### src/rtl/ltm_defines.vh
// constants for the lin transceiver mode controller
`ifndef LTM_DEFINES_VH
`define LTM_DEFINES_VH

`define LTM_CLK_MHZ     25
`define LTM_TMO_US      10000
`define LTM_TMO_W       24

`define LTM_OFS_CTRL    8'h00
`define LTM_OFS_IRQS    8'h04
`define LTM_OFS_IRQCLR  8'h08
`define LTM_OFS_IRQEN   8'h0c
`define LTM_OFS_STAT    8'h10

`define LTM_B_EN        0
`define LTM_B_TXD       9
`define LTM_B_RXD       10
`define LTM_B_HV        21
`define LTM_B_ONE22     22
`define LTM_B_ONE19     19
`define LTM_B_ONE20     20

`define LTM_B_TMO_STS   11
`define LTM_B_OVERTEMP_STATUS_FLAG    9
`define LTM_B_ERR_STS   8
`define LTM_B_TMO_IS    6
`define LTM_B_OVERCURRENT_IRQ_FLAG     5
`define LTM_B_OVERTEMP_IRQ_FLAG     4
`define LTM_B_ERR_IS    3
`define LTM_B_OVERCURRENT_STATUS_FLAG    0

`define LTM_F_MODE      2:1
`define LTM_F_MFB       6:4
`define LTM_F_SM        12:11
`define LTM_F_SFB       15:13
`define LTM_F_IEN       6:3
`define LTM_F_STATE     2:1
`define LTM_F_LOW       2:0
`define LTM_F_CLR       11:0

`define LTM_IE_ERR      0
`define LTM_IE_OT       1
`define LTM_IE_OC       2
`define LTM_IE_TMO      3

`define LTM_LOW_ONES    3'h7

`define LTM_MODE_SLEEP  2'h0
`define LTM_MODE_ROM    2'h1
`define LTM_MODE_NU     2'h2
`define LTM_MODE_NORM   2'h3

`define LTM_SM_NORMAL   2'h0
`define LTM_SM_FAST     2'h1
`define LTM_SM_LOW      2'h2
`define LTM_SM_FLASH    2'h3

`define LTM_MFB_OFF     3'h0
`define LTM_MFB_SLEEP   3'h1
`define LTM_MFB_ERR     3'h2
`define LTM_MFB_ROM     3'h5
`define LTM_MFB_NORM    3'h7

`define LTM_SFB_OFF     3'h0
`define LTM_SFB_LOW     3'h1
`define LTM_SFB_NORMAL  3'h2
`define LTM_SFB_FAST    3'h3
`define LTM_SFB_FLASH   3'h4

`define LTM_RST_MODE    2'h3
`define LTM_RST_SM      2'h0
`define LTM_RST_EN      1'b1
`define LTM_RST_TXD     1'b1

`endif

### src/rtl/ltm_mode_ctrl.v
// lin transceiver mode control state machine with apb registers
//
// Implementation choices: the address map and the APB slave port.
`timescale 1ns/100ps
`default_nettype none
`include "ltm_defines.vh"

module ltm_mode_ctrl #(
	parameter TMO_US = `LTM_TMO_US
) (
	input  wire        clk,
	input  wire        rst,
	input  wire        psel,
	input  wire        penable,
	input  wire        pwrite,
	input  wire [7:0]  paddr,
	input  wire [31:0] pwdata,
	output reg  [31:0] prdata,
	output wire        pready,
	output wire        pslverr,
	input  wire        txdInt,
	output reg         rxdOut,
	input  wire        busIn,
	output wire        busOut,
	output reg         busOe,
	input  wire        ocDet,
	input  wire        otDet,
	input  wire        vsUv,
	input  wire        fbFault,
	input  wire        wakeDisable,
	output reg         wakeRxEn,
	output reg         wakeReq,
	output reg         txOn,
	output reg         rxOn,
	output reg  [1:0]  slopeSel,
	output reg         intNodeTen
);

	localparam [1:0] ST_SLEEP = 2'h0;
	localparam [1:0] ST_ROM   = 2'h1;
	localparam [1:0] ST_NORM  = 2'h2;
	localparam [1:0] ST_HV    = 2'h3;

	localparam integer TMO_CYC = TMO_US * `LTM_CLK_MHZ;
	localparam [`LTM_TMO_W-1:0] TMO_MAX = TMO_CYC[`LTM_TMO_W-1:0];

	function [2:0] slopeCode;
		input [1:0] sm;
		begin
			case (sm)
				`LTM_SM_LOW:   slopeCode = `LTM_SFB_LOW;
				`LTM_SM_FAST:  slopeCode = `LTM_SFB_FAST;
				`LTM_SM_FLASH: slopeCode = `LTM_SFB_FLASH;
				default:       slopeCode = `LTM_SFB_NORMAL;
			endcase
		end
	endfunction

	function modeOk;
		input [2:0] c;
		begin
			modeOk = (c == `LTM_MFB_SLEEP) || (c == `LTM_MFB_ROM) ||
				(c == `LTM_MFB_NORM);
		end
	endfunction

	function slopeOk;
		input [2:0] c;
		begin
			slopeOk = (c != `LTM_SFB_OFF) && (c <= `LTM_SFB_FLASH);
		end
	endfunction

	reg  [1:0] state_ff;
	reg  [1:0] nxt_state;
	reg        en_ff;
	reg  [1:0] mode_ff;
	reg  [1:0] sm_ff;
	reg        hv_ff;
	reg        hvArm_ff;
	reg        txd_ff;
	reg        rxd_ff;
	reg        tmoSts_ff;
	reg        otSts_ff;
	reg        errSts_ff;
	reg        tmoIs_ff;
	reg        ocIs_ff;
	reg        otIs_ff;
	reg        errIs_ff;
	reg        ocSts_ff;
	reg  [3:0] irqEn_ff;
	reg  [`LTM_TMO_W-1:0] tmoCnt_ff;

	wire wrAcc = psel & penable & pwrite;
	wire wrCtrl = wrAcc && (paddr == `LTM_OFS_CTRL);
	wire wrClr = wrAcc && (paddr == `LTM_OFS_IRQCLR);
	wire wrEn = wrAcc && (paddr == `LTM_OFS_IRQEN);
	wire wrStat = wrAcc && (paddr == `LTM_OFS_STAT);
	wire mapped = (paddr == `LTM_OFS_CTRL) || (paddr == `LTM_OFS_IRQS) ||
		(paddr == `LTM_OFS_IRQCLR) || (paddr == `LTM_OFS_IRQEN) ||
		(paddr == `LTM_OFS_STAT);

	assign pready = 1'b1;
	assign pslverr = psel & penable & ~mapped;
	// open-drain line: only ever pulled low
	assign busOut = 1'b0;

	reg [2:0] modeFb;
	always @* begin
		if (!en_ff) begin
			modeFb = `LTM_MFB_OFF;
		end else if (fbFault) begin
			modeFb = `LTM_MFB_ERR;
		end else begin
			case (state_ff)
				ST_SLEEP: modeFb = `LTM_MFB_SLEEP;
				ST_ROM:   modeFb = `LTM_MFB_ROM;
				default:  modeFb = `LTM_MFB_NORM;
			endcase
		end
	end

	wire [2:0] slopeFb = en_ff ? slopeCode(sm_ff) : `LTM_SFB_OFF;
	wire fbOk = modeOk(modeFb) && slopeOk(slopeFb);
	wire tmoHit = (tmoCnt_ff == TMO_MAX);

	// faults that keep the transmitter from normal mode
	wire faultAny = ocIs_ff | ocSts_ff | vsUv | otSts_ff | tmoSts_ff;
	wire otOc = otSts_ff | ocSts_ff;

	always @* begin
		nxt_state = state_ff;
		case (state_ff)
			ST_SLEEP: begin
				if (hv_ff && hvArm_ff && mode_ff == `LTM_MODE_NORM &&
					fbOk && !otOc) begin
					nxt_state = ST_HV;
				end else if (mode_ff == `LTM_MODE_NORM && fbOk && !hv_ff &&
					!faultAny) begin
					nxt_state = ST_NORM;
				end else if (mode_ff == `LTM_MODE_ROM && fbOk && !hv_ff) begin
					nxt_state = ST_ROM;
				end
			end
			ST_ROM: begin
				if (mode_ff == `LTM_MODE_SLEEP) begin
					nxt_state = ST_SLEEP;
				end else if (mode_ff == `LTM_MODE_NORM && fbOk && !faultAny) begin
					nxt_state = ST_NORM;
				end
			end
			ST_NORM: begin
				if (mode_ff == `LTM_MODE_SLEEP) begin
					nxt_state = ST_SLEEP;
				end else if (mode_ff == `LTM_MODE_ROM || !fbOk || faultAny) begin
					nxt_state = ST_ROM;
				end
			end
			ST_HV: begin
				if (mode_ff == `LTM_MODE_SLEEP || !fbOk || otOc) begin
					nxt_state = ST_SLEEP;
				end
			end
			default: nxt_state = ST_SLEEP;
		endcase
	end
	// the unused mode code matches no branch above, so it holds the state

	always @(posedge clk or posedge rst) begin
		if (rst) begin
			state_ff <= ST_SLEEP;
		end else if (!en_ff) begin
			state_ff <= ST_SLEEP;
		end else begin
			state_ff <= nxt_state;
		end
	end

	// control register; a cleared enable returns every other field to reset
	always @(posedge clk or posedge rst) begin
		if (rst) begin
			en_ff <= `LTM_RST_EN;
			mode_ff <= `LTM_RST_MODE;
			sm_ff <= `LTM_RST_SM;
			hv_ff <= 1'b0;
			hvArm_ff <= 1'b0;
			txd_ff <= `LTM_RST_TXD;
		end else if (wrCtrl) begin
			en_ff <= pwdata[`LTM_B_EN];
			if (!pwdata[`LTM_B_EN]) begin
				mode_ff <= `LTM_RST_MODE;
				sm_ff <= `LTM_RST_SM;
				hv_ff <= 1'b0;
				hvArm_ff <= 1'b0;
				txd_ff <= `LTM_RST_TXD;
			end else begin
				mode_ff <= pwdata[`LTM_F_MODE];
				hv_ff <= pwdata[`LTM_B_HV];
				txd_ff <= pwdata[`LTM_B_TXD];
				// normal must be requested by a write after hv was already set
				hvArm_ff <= hv_ff && pwdata[`LTM_B_HV] &&
					(pwdata[`LTM_F_MODE] == `LTM_MODE_NORM);
				if (state_ff != ST_NORM) begin
					sm_ff <= pwdata[`LTM_F_SM];
				end
			end
		end else if (state_ff == ST_HV || !hv_ff) begin
			hvArm_ff <= 1'b0;
		end
	end

	always @(posedge clk or posedge rst) begin
		if (rst) begin
			irqEn_ff <= 4'h0;
		end else if (!en_ff) begin
			irqEn_ff <= 4'h0;
		end else if (wrEn) begin
			irqEn_ff <= pwdata[`LTM_F_IEN];
		end
	end

	// dominant timeout counter saturates, so the flag re-sets until txd goes recessive
	always @(posedge clk or posedge rst) begin
		if (rst) begin
			tmoCnt_ff <= {`LTM_TMO_W{1'b0}};
		end else if (!en_ff || txdInt) begin
			tmoCnt_ff <= {`LTM_TMO_W{1'b0}};
		end else if (!tmoHit) begin
			tmoCnt_ff <= tmoCnt_ff + 1'b1;
		end
	end

	// sticky flags: a set in the clearing cycle wins
	wire [`LTM_F_CLR] clrBits = wrClr ? pwdata[`LTM_F_CLR] : 12'h000;
	always @(posedge clk or posedge rst) begin
		if (rst) begin
			tmoSts_ff <= 1'b0;
			tmoIs_ff <= 1'b0;
			otSts_ff <= 1'b0;
			otIs_ff <= 1'b0;
			ocIs_ff <= 1'b0;
			ocSts_ff <= 1'b0;
			errSts_ff <= 1'b0;
			errIs_ff <= 1'b0;
		end else if (!en_ff) begin
			tmoSts_ff <= 1'b0;
			tmoIs_ff <= 1'b0;
			otSts_ff <= 1'b0;
			otIs_ff <= 1'b0;
			ocIs_ff <= 1'b0;
			ocSts_ff <= 1'b0;
			errSts_ff <= 1'b0;
			errIs_ff <= 1'b0;
		end else begin
			tmoSts_ff <= tmoHit | (tmoSts_ff & ~clrBits[`LTM_B_TMO_STS]);
			tmoIs_ff <= tmoHit | (tmoIs_ff & ~clrBits[`LTM_B_TMO_IS]);
			otSts_ff <= otDet | (otSts_ff & ~clrBits[`LTM_B_OVERTEMP_STATUS_FLAG]);
			otIs_ff <= otDet | (otIs_ff & ~clrBits[`LTM_B_OVERTEMP_IRQ_FLAG]);
			ocIs_ff <= ocDet | (ocIs_ff & ~clrBits[`LTM_B_OVERCURRENT_IRQ_FLAG]);
			ocSts_ff <= ocDet |
				(ocSts_ff & ~(wrStat & pwdata[`LTM_B_OVERCURRENT_STATUS_FLAG]));
			errSts_ff <= ~fbOk | (errSts_ff & ~clrBits[`LTM_B_ERR_STS]);
			errIs_ff <= ~fbOk | (errIs_ff & ~clrBits[`LTM_B_ERR_IS]);
		end
	end

	// pin and path controls, registered so the analog side sees clean levels
	wire nTxOn = (state_ff == ST_NORM) && !tmoSts_ff && !otSts_ff &&
		!ocDet;
	always @(posedge clk or posedge rst) begin
		if (rst) begin
			txOn <= 1'b0;
			rxOn <= 1'b0;
			busOe <= 1'b0;
			rxdOut <= 1'b1;
			rxd_ff <= 1'b1;
			wakeRxEn <= 1'b0;
			wakeReq <= 1'b0;
			slopeSel <= `LTM_RST_SM;
			intNodeTen <= 1'b0;
		end else begin
			txOn <= nTxOn | (state_ff == ST_HV);
			rxOn <= (state_ff == ST_ROM) || (state_ff == ST_NORM) ||
				(state_ff == ST_HV);
			if (state_ff == ST_HV) begin
				busOe <= ~txd_ff;
			end else begin
				busOe <= nTxOn & ~txdInt;
			end
			rxdOut <= ((state_ff == ST_ROM) || (state_ff == ST_NORM)) ?
				busIn : 1'b1;
			rxd_ff <= busIn;
			wakeRxEn <= (state_ff == ST_SLEEP) && en_ff && !wakeDisable;
			wakeReq <= (state_ff == ST_SLEEP) && en_ff && !wakeDisable &&
				!busIn;
			slopeSel <= sm_ff;
			intNodeTen <= (ocIs_ff & irqEn_ff[`LTM_IE_OC]) |
				(otIs_ff & irqEn_ff[`LTM_IE_OT]) |
				(tmoIs_ff & irqEn_ff[`LTM_IE_TMO]) |
				(errIs_ff & irqEn_ff[`LTM_IE_ERR]);
		end
	end

	// read word; reserved bits follow their fixed values
	reg [31:0] nxt_prdata;
	always @* begin
		nxt_prdata = 32'h0000_0000;
		if (psel && !pwrite) begin
			case (paddr)
				`LTM_OFS_CTRL: begin
					nxt_prdata[`LTM_B_EN] = en_ff;
					nxt_prdata[`LTM_F_MODE] = mode_ff;
					nxt_prdata[`LTM_F_MFB] = modeFb;
					nxt_prdata[`LTM_B_TXD] = txd_ff;
					nxt_prdata[`LTM_B_RXD] = rxd_ff;
					nxt_prdata[`LTM_F_SM] = sm_ff;
					nxt_prdata[`LTM_F_SFB] = slopeFb;
					nxt_prdata[`LTM_B_ONE19] = 1'b1;
					nxt_prdata[`LTM_B_ONE20] = 1'b1;
					nxt_prdata[`LTM_B_HV] = hv_ff;
					nxt_prdata[`LTM_B_ONE22] = 1'b1;
				end
				`LTM_OFS_IRQS: begin
					nxt_prdata[`LTM_F_LOW] = `LTM_LOW_ONES;
					nxt_prdata[`LTM_B_ERR_IS] = errIs_ff;
					nxt_prdata[`LTM_B_OVERTEMP_IRQ_FLAG] = otIs_ff;
					nxt_prdata[`LTM_B_OVERCURRENT_IRQ_FLAG] = ocIs_ff;
					nxt_prdata[`LTM_B_TMO_IS] = tmoIs_ff;
					nxt_prdata[`LTM_B_ERR_STS] = errSts_ff;
					nxt_prdata[`LTM_B_OVERTEMP_STATUS_FLAG] = otSts_ff;
					nxt_prdata[`LTM_B_TMO_STS] = tmoSts_ff;
				end
				`LTM_OFS_IRQCLR: nxt_prdata[`LTM_F_LOW] = `LTM_LOW_ONES;
				`LTM_OFS_IRQEN: begin
					nxt_prdata[`LTM_F_LOW] = `LTM_LOW_ONES;
					nxt_prdata[`LTM_F_IEN] = irqEn_ff;
				end
				`LTM_OFS_STAT: begin
					nxt_prdata[`LTM_B_OVERCURRENT_STATUS_FLAG] = ocSts_ff;
					nxt_prdata[`LTM_F_STATE] = state_ff;
				end
				default: nxt_prdata = 32'h0000_0000;
			endcase
		end
	end

	// taken in the setup cycle so the word stands from a flop through the access cycle
	always @(posedge clk or posedge rst) begin
		if (rst) begin
			prdata <= 32'h0000_0000;
		end else if (psel && !penable) begin
			prdata <= nxt_prdata;
		end
	end

endmodule
`default_nettype wire

### config.mk
export PLATFORM = sky130hd
export DESIGN_NAME = ltm_mode_ctrl
export DESIGN_NICKNAME = d
export VERILOG_FILES = /design/src/rtl/ltm_mode_ctrl.v
export VERILOG_INCLUDE_DIRS = /design/src /design/src/rtl
export SDC_FILE = /design/constraint.sdc
export NUM_CORES = 1
export LEC_CHECK = 0
export BUFFER_PORTS_ARGS = -buffer_cell sky130_fd_sc_hd__buf_2
export CORE_MARGIN = 2
export CORE_UTILIZATION = 40
export DETAILED_ROUTE_END_ITERATION = 8
export PLACE_DENSITY = 0.64
export SYNTH_ARGS = -nofsm -noshare
export SYNTH_HDL_FRONTEND = slang
export SYNTH_SLANG_ARGS = --single-unit
### constraint.sdc
create_clock -name clk -period 2.2 [get_ports clk]
set_input_delay 0.33 -clock clk [delete_from_list [all_inputs] [get_ports clk]]
set_output_delay 0.33 -clock clk [all_outputs]
set_load 0.005 [all_outputs]
---- After elaboration in Yosys (flattened, before gate mapping) ----
Index checks and enable logic that the tools add are counted.
word-level totals
  flip-flop bits (word level) ............. 88
operators by class
  add/subtract/negate cells ............... 1
  $lt $le $gt $ge ......................... 1
  eq/ne operators ......................... 25
  multiplexer cells ....................... 48
  bitwise gates (word level) .............. 46
  reduce and logical (&&, ||, !) cells .... 60
operators with widths
  operator                                                           number
  24-bit 2-to-1 mux                                                  2
  3-bit case mux with 3 select lines                                 3
  1-bit logical AND                                                  26
  24-bit by 1-bit adder with 24-bit output, second input constant    1
  24-bit by 18-bit == test with 1-bit output, second input constant  1
  2-bit 2-to-1 mux                                                   12
  23-bit 2-to-1 mux                                                  1
  1-bit AND                                                          17
  1-bit 2-to-1 mux                                                   17
  1-bit bitwise OR                                                   17
  8-bit by 4-bit == test with 1-bit output, second input constant    2
  4-bit 2-to-1 mux                                                   4
  1-bit logical OR                                                   14
  2-bit == test, second input constant                               6
  1-bit zero test                                                    12
  12-bit 2-to-1 mux                                                  1
  1-bit NOT                                                          12
  3-bit 2-to-1 mux                                                   3
  8-bit by 3-bit == test with 1-bit output, second input constant    1
  8-bit by 5-bit == test with 1-bit output, second input constant    1
  8-bit zero test                                                    1
  4-bit != test, second input constant                               2
  2-bit case mux with 4 select lines                                 1
  2-bit by 1-bit == test with 1-bit output, second input constant    3
  other kinds (15)                                                   21

---- Longest topological paths before layout ----
Gate-level depths: netlist of run 1.
  depth in word-level cells ............... 15
  mapped depth ............................ 8
  mapped depth without buffers ............ 7

---- Least setup slack after synthesis of run 1 ----
OpenSTA, ideal clock, no wires.
  kind .................................... flip-flop to flip-flop
  start ................................... register sm_ff[0]
  end ..................................... register state_ff[0]
  arrival ................................. 2.138 ns
  data required time ...................... 2.121 ns
  slack ................................... -0.018 ns
  stages on the path, launching flop included .. 9
  path buffers ............................ 1
  period minus slack after synthesis ...... 2.218 ns
  path through ............................ dfrtp_1 > inv_1 > ha_1 > or4_1 > and3_1 > buf_6 > and3_4 > a311oi_2 > mux2i_1
on the way
  longest elaborated chain between the ends .. 13
RTL lines
  element                                                                     line                                      source
  from (decl)                                                                 ltm_mode_ctrl.v:78                        reg [1:0] sm_ff;
  from (signal assigned)                                                      ltm_mode_ctrl.v:184                       sm_ff <= `LTM_RST_SM;
  from (signal assigned)                                                      ltm_mode_ctrl.v:192                       sm_ff <= `LTM_RST_SM;
  from (signal assigned)                                                      ltm_mode_ctrl.v:204                       sm_ff <= pwdata[`LTM_F_SM];
  2-bit == test or 2-bit by 1-bit == test with 1-bit output (tied branches)   ltm_mode_ctrl.v:50                        case (sm)
  3-bit case mux with 3 select lines (*)                                      ltm_mode_ctrl.v:50
  3-bit 2-to-1 mux (no source line) (*)                                       -
  3-bit <= comparator (no source line) or 3-bit nonzero test (tied branches)  -
  1-bit logical AND (*)                                                       ltm_mode_ctrl.v:70                        slopeOk = (c != `LTM_SFB_OFF) && (c <= `LTM_SFB_FLASH);
  1-bit logical AND (*)                                                       ltm_mode_ctrl.v:124                       wire fbOk = modeOk(modeFb) && slopeOk(slopeFb);
  1-bit logical AND                                                           ltm_mode_ctrl.v:138, ltm_mode_ctrl.v:148
  1-bit logical AND (2 in series)                                             ltm_mode_ctrl.v:138                       end else if (mode_ff == `LTM_MODE_NORM && fbOk && !hv_ff &&
  2-bit 2-to-1 mux                                                            ltm_mode_ctrl.v:138
  2-bit 2-to-1 mux                                                            ltm_mode_ctrl.v:135                       if (hv_ff && hvArm_ff && mode_ff == `LTM_MODE_NORM &&
  2-bit case mux with 4 select lines                                          ltm_mode_ctrl.v:133                       case (state_ff)
  2-bit 2-to-1 mux                                                            ltm_mode_ctrl.v:172                       end else if (!en_ff) begin
  to (signal assigned)                                                        ltm_mode_ctrl.v:175                       state_ff <= nxt_state;
  to (decl)                                                                   ltm_mode_ctrl.v:74                        reg [1:0] state_ff;
Every way passes the cells marked *; elsewhere a longest branch is shown, timed or not.
A chain may end at the register's enable or synchronous reset.

---- Worst setup path after layout of run 1 ----
  start ................................... register sm_ff[1]
  end ..................................... register state_ff[0]
The elaborated chain is that of the path after synthesis.

==> results.json, run 1 <==
{
  "cp_common_cell": "and3_4",
  "ctsLongestPathBuffers": 2,
  "multi_input_area_mm2": 0.00179,
  "critical_path.startpoint_type": "flip-flop",
  "nets": 506,
  "htree_levels": 3,
  "cts_tree": "done",
  "path_depth": 7,
  "drcViolationCount": 0,
  "vias_per_cell": 5.17,
  "p_leak_nw": 2.08,
  "worstSetupEndpointType": "flip-flop",
  "regArea_mm2": 0.00183,
  "power_mw": 2.78,
  "diodes": 0,
  "rows": 35,
  "crit_end": "state_ff[0]",
  "wl_mm": 8.64,
  "cp.required_ps": 2470,
  "dr.pass1.iters": 4,
  "synthFlopType": "dfrtp_1",
  "synth_cells": 378,
  "synth_edf_count": 0,
  "period_needed_ps": 2140,
  "syn_area_per_cell_um2": 10.2,
  "cts.reportedPaths.clkPinSlew_ps": 80,
  "timing.rr.end": "state_ff[0]",
  "initial_utilization_pct": 41.4,
  "path_delay_family": "simple AND/OR/NAND/NOR gates",
  "drv_slew": 0,
  "areaGrowthSynthToFinish_pct": 18.1,
  "async_flop_share_pct": 100,
  "crit_fanout": 5,
  "synth_warnings": 0,
  "worstSkewPairLatency_ps": 350,
  "setup_viol": 0,
  "criticalPathCategory": "reg -> reg",
  "finalInstanceArea_mm2": 0.00454,
  "ctsHoldBuffers": 0,
  "grt_pass1_vias": 2740,
  "layout-drive-gt1-share_pct": 28.3,
  "peakVddDrop_v": 0.000375,
  "crit_arrival_ps": 2410,
  "cts-root-buf": "clkbuf_8",
  "startpoint": "sm_ff[1]",
  "r2r_setup_slack_ps": 60,
  "ys_types": 62,
  "num_vias": 2985,
  "rsz0062_at_grt": "yes",
  "wire_per_inst_um": 15.0,
  "netlist_area_mm2": 0.00384,
  "place_ws_ps": -26.4,
  "portBuffers": 60,
  "grt_pass1_wl_mm": 13.9,
  "ios": 96,
  "fp.dieH_um": 102,
  "grt.overflow.total": 0,
  "hold_viol_final": 8,
  "core_mm2": 0.00928,
  "antenna_left": 0,
  "antenna_found_initial": 0,
  "post_cts_buffers": 0,
  "reg2reg_from": "sm_ff[1]",
  "cts_buffers": 9,
  "dp.final_hpwl_mm": 6.26,
  "synth-seq-cells": 73,
  "grtUsageTotal_pct": 17.4,
  "r2r_cells": 7,
  "die_area_mm2": 0.0104,
  "period_share_pct": 97.4,
  "gp_congestion": 0.903,
  "powerDensity_mw_per_mm2": 612,
  "crit_slowest_cell": "or4_4",
  "fillers": 874,
  "fin_ws_ps": 56.2,
  "fin_cells": 577,
  "skew_ps": 14.8,
  "yosysSeqAreaShare_pct": 47.8,
  "grt_max_degree": 53,
  "hold_class": "in -> async",
  "cts_sinks": 73,
  "path_buf_inv": 1,
  "status": "finished, violations left",
  "setup-tns-final_ps": 0,
  "die_w_um": 102,
  "dr.first_iter.drc_count": 149,
  "hold_ws_ps": -0.725,
  "cap_violations": 0,
  "post_dp_cell_area_mm2": 0.00427,
  "clock.fmax_mhz": 466,
  "dpl.cell_count": 562,
  "violations": "hold timing",
  "path_cells": "inv_2 -> ha_4 -> or4_4 -> and3_4 -> and3_4 -> a311oi_4 -> mux2i_1",
  "cp_slowest_stage_delay_ps": 480
}
==> layer usage <==
metal	global-route usage, %	part of all wire, %	up-vias
met4	6.87	1.2	0
met3	3.21	5.3	8
li1	-	-	1436
met2	25.5	45	96
met1	25.6	48	1445
met5	0	0	-
==> cells in the mapped netlist (3+ instances only) <==
library cell	instances	area, um2
nand2_1	26	97.6
o21a_1	4	30.0
and2_1	4	25.0
clkbuf_1	11	41.3
o21ai_0	23	115
and4_1	3	26.3
buf_4	19	143
a21oi_1	7	35.0
nand3_1	19	95.1
dfstp_2	6	158
inv_1	17	63.8
nor2b_1	3	18.8
a31oi_1	7	43.8
ha_1	10	125
or3_1	5	31.3
a22o_1	12	105
mux2i_1	4	40.0
nand2b_1	5	31.3
nand4_1	5	31.3
dfrtp_1	67	1680
a21boi_0	3	22.5
xnor2_1	11	96.3
nor2_1	30	113
a31o_2	3	26.3
nor4b_1	3	26.3
xor2_1	6	52.6
a32o_1	4	40.0
nor3_1	10	50.1
nor4_1	4	25.0
mux2_2	5	56.3
==> kinds of logic after synthesis <==
group	after synthesis	share of synthesized area [%]
buf+inv	53	7.92
fa+ha+maj	10	3.26
flops	73	47.8
xor+xnor	17	3.88
mux	9	2.51
simple gates	136	19.7
compound gates	78	14.7
other cells	2	0.196
==> area by class of cell <==
cell class / instances / area share, %
well taps: 129 / 3.56
inverters: 17 / 1.41
clock inverters: 5 / 2.29
flip-flops and latches: 73 / 40.4
clock buffers: 10 / 3.03
repair buffers: 78 / 9.87
multi-input cells: 265 / 39.4
==> state kept, by name, indices dropped and copies added (netlist names), 2 cells and up <==
name and flops:
irqEn_ff 4, sm_ff 2, tmoCnt_ff 24, prdata 17, mode_ff 2, slopeSel 2, state_ff 2
==> how the worst min path moves through the flow <==
| stage | to | cells after the start | start | slack (ps) |
|---|---|---|---|---|
| finish | slopeSel[0] | 2 | rst | -0.7 |
| global route | prdata[0] | 2 | rst | 30 |
| CTS | prdata[5] | 2 | rst | 2 |
| detailed placement | slopeSel[0] | 2 | rst | 380 |
| global placement | prdata[8] | 2 | rst | 370 |
| floorplan | rxd_ff | 0 | busIn | 330 |
==> placed cells by master (no fill, tap or decap), types with 12 or more instances in the layout <==
cell     netlist  routed
a22o_1        12      12
buf_2          1      60
buf_4         19      17
conb_1         2      15
dfrtp_1       67      67
inv_1         17      14
nand2_1       26      26
nand3_1       19      19
nor2_1        30      30
o21ai_0       23      23
==> where the power goes <==
part | switching (mW) | internal [mW]
sequential | 0.00492 | 1.35
combinational | 0.0900 | 0.0477
clock | 0.506 | 0.779
==> what timing repair did <==
| item | 4_1_cts | 5_1_grt |
|---|---|---|
| endpoints found under the setup margin | 2 | 2 |
| hold endpoints to repair | 0 | 0 |
| resized for setup | 2 | 6 |
| pin swaps | 0 | 3 |
==> stage by stage <==
stage,util (%),hold slack (ps)
6_report,48.9,-0.725
5_1_grt,48.9,28.0
4_1_cts,48.6,2.34
3_5_place_dp,46.0,383
3_3_place_gp,46.0,370
2_1_floorplan,-,334
No activity file was read; power rests on OpenSTA's default activity.
==> inputs of run 2 (changes only) <==
--- a/config.mk
+++ b/config.mk
@@ -10,7 +10,8 @@
 export CORE_MARGIN = 2
 export CORE_UTILIZATION = 40
 export DETAILED_ROUTE_END_ITERATION = 8
-export PLACE_DENSITY = 0.64
+export PLACE_DENSITY = 0.62
+export RECOVER_POWER = 25
 export SYNTH_ARGS = -nofsm -noshare
 export SYNTH_HDL_FRONTEND = slang
 export SYNTH_SLANG_ARGS = --single-unit
==> constraint.sdc (replaced) <==
create_clock -name clk -period 2.45 [get_ports clk]
set_input_delay 0.3675 -clock clk [delete_from_list [all_inputs] [get_ports clk]]
set_output_delay 0.3675 -clock clk [all_outputs]
set_load 0.005 [all_outputs]
==> results.json, run 2 (synthesized netlist as in run 1, its figures left out) <==
{
  "status": "finished, violations left",
  "violations": "capacitance limit, slew limit",
  "clock.fmax_mhz": 429,
  "p_leak_nw": 2.01,
  "die_area_mm2": 0.0104,
  "clkPwrFrac_pct": 44.9,
  "num_vias": 2935,
  "peakVddDrop_v": 0.000258,
  "drcViolationCount": 0,
  "p_int_mw": 1.87,
  "worstSkewPairLatency_ps": 350,
  "initial_utilization_pct": 41.4,
  "top_register": "tmoCnt_ff",
  "power_mw": 2.42,
  "cap_violations": 1,
  "wl_mm": 8.35,
  "dpl.cell_count": 551,
  "dr.first_iter.drc_count": 138,
  "r2r_setup_slack_ps": 120,
  "p_comb_share_pct": 4.8,
  "ctsHoldBuffers": 0,
  "switching_share_pct": 22.4,
  "fin_cells": 567,
  "final_common_cell": "dfrtp_1",
  "antenna_found_initial": 0,
  "grt_max_degree": 74,
  "worstSetupEndpointType": "flip-flop",
  "cts_sinks": 73,
  "criticalPathCategory": "reg -> reg",
  "period_share_pct": 95.1,
  "grt.overflow.total": 0,
  "p_switching_mw": 0.542,
  "critical_path.startpoint_type": "flip-flop",
  "ctsLongestPathBuffers": 2,
  "grt_pass1_wl_mm": 14.3,
  "slew_headroom_pct": -20.0,
  "wire_per_inst_um": 14.7,
  "gp_congestion": 0.978,
  "areaGrowthSynthToFinish_pct": 14.6,
  "grtUsageTotal_pct": 17.8,
  "cts.reportedPaths.clkPinSlew_ps": 70,
  "ios": 96,
  "cts_buffers": 9,
  "die_w_um": 102,
  "r2r_cells": 7,
  "portBuffers": 60,
  "crit_end": "state_ff[1]",
  "cts_tree": "done",
  "hold_class": "in -> reg",
  "timing.rr.end": "state_ff[1]",
  "crit_arrival_ps": 2600,
  "post_cts_buffers": 0,
  "rows": 35,
  "top_regs": "tmoCnt_ff: 24 flops, prdata: 17 flops, irqEn_ff: 4 flops",
  "hold_viol_final": 0,
  "cp.required_ps": 2720,
  "fillers": 901,
  "fp.dieH_um": 102,
  "setup-tns-final_ps": 0,
  "dp.final_hpwl_mm": 5.94,
  "reg2reg_from": "sm_ff[1]",
  "grt_pass1_vias": 2834,
  "skew_ps": 10.4,
  "core_mm2": 0.00928,
  "post_dp_cell_area_mm2": 0.00419,
  "drv_slew": 74,
  "startpoint": "sm_ff[1]",
  "powerDensity_mw_per_mm2": 549,
  "crit_fanout": 5,
  "power.share.sequential_pct": 50.3,
  "nets": 495,
  "setup_viol": 0,
  "rsz0062_at_grt": "no",
  "vias_per_cell": 5.18,
  "cts-root-buf": "clkbuf_8",
  "htree_levels": 3,
  "final_cell_mix": "dfrtp_1 (66), buf_2 (59), nor2_1 (30), nand2_1 (26), o21ai_0 (23)",
  "diodes": 0,
  "worst_pin_slew_ps": 1800,
  "finalInstanceArea_mm2": 0.00440,
  "cts-resized-gates": 0,
  "largest_reg_flops": 24,
  "period_needed_ps": 2330,
  "dr.pass1.iters": 4,
  "antenna_left": 0,
  "layout-drive-gt1-share_pct": 24.9
}
-- run 2: changes by cell type in the layout (fill, tap and decap cells not counted), sizes merged --
cell | before | now
bufinv | 3 | 2
buf | 78 | 65
clkinvlp | 0 | 1
clkbuf | 10 | 13
-- run 2: how the worst min path moves through the flow --
stage	start	end	slack (ps)	depth (start not counted)
after global routing	busIn	rxd_ff	140	1
after detailed placement	prdata[14]	prdata[14]	460	2
after global placement	sm_ff[1]	slopeSel[1]	460	0
final	busIn	rxd_ff	130	1
after CTS	rst	prdata[12]	100	3
after floorplan	busIn	rxd_ff	370	0
-- run 2: metal layers --
| layer | vias up | global-route usage, % | part of all wire [%] |
|---|---|---|---|
| met5 | - | 0 | 0 |
| met4 | 0 | 6.26 | 1.7 |
| met1 | 1397 | 26.4 | 47 |
| li1 | 1418 | - | - |
| met3 | 13 | 3.69 | 6.4 |
| met2 | 107 | 25.8 | 45 |
-- run 2: power groups by stage --
stage	sequential (mW)	combinational, mW	clock [mW]
global placement	1.24	0.120	0
CTS	1.22	0.122	1.11
finish	1.22	0.116	1.08
floorplan	1.24	0.0832	0
global route	1.22	0.134	1.17
detailed placement	1.24	0.122	0
-- run 2: critical path, stage by stage (launching register included) --
cell	delay, ps
dfrtp_1	440
inv_1	90
ha_1	310
or4_1	470
and3_1	220
and3_4	160
a311oi_2	350
mux2i_1	220
-- run 2: through the flow --
stage	util (%)	worst slack (ps)	hold slack, ps
6_report	47.4	120	134
5_1_grt	47.4	5.46	142
4_1_cts	47.6	95.4	102
3_5_place_dp	45.1	128	462
3_3_place_gp	45.1	176	456
2_1_floorplan	-	232	372
-- run 2: cell type report --
type / instances / area [um2] / area share [%]
clock buffers: 11 / 151 / 3.44
clock inverters: 5 / 77.6 / 1.76
inverters: 17 / 63.8 / 1.45
multi-input cells: 265 / 1750 / 39.8
flip-flops and latches: 73 / 1840 / 41.7
well taps: 129 / 161 / 3.67
repair buffers: 67 / 362 / 8.21
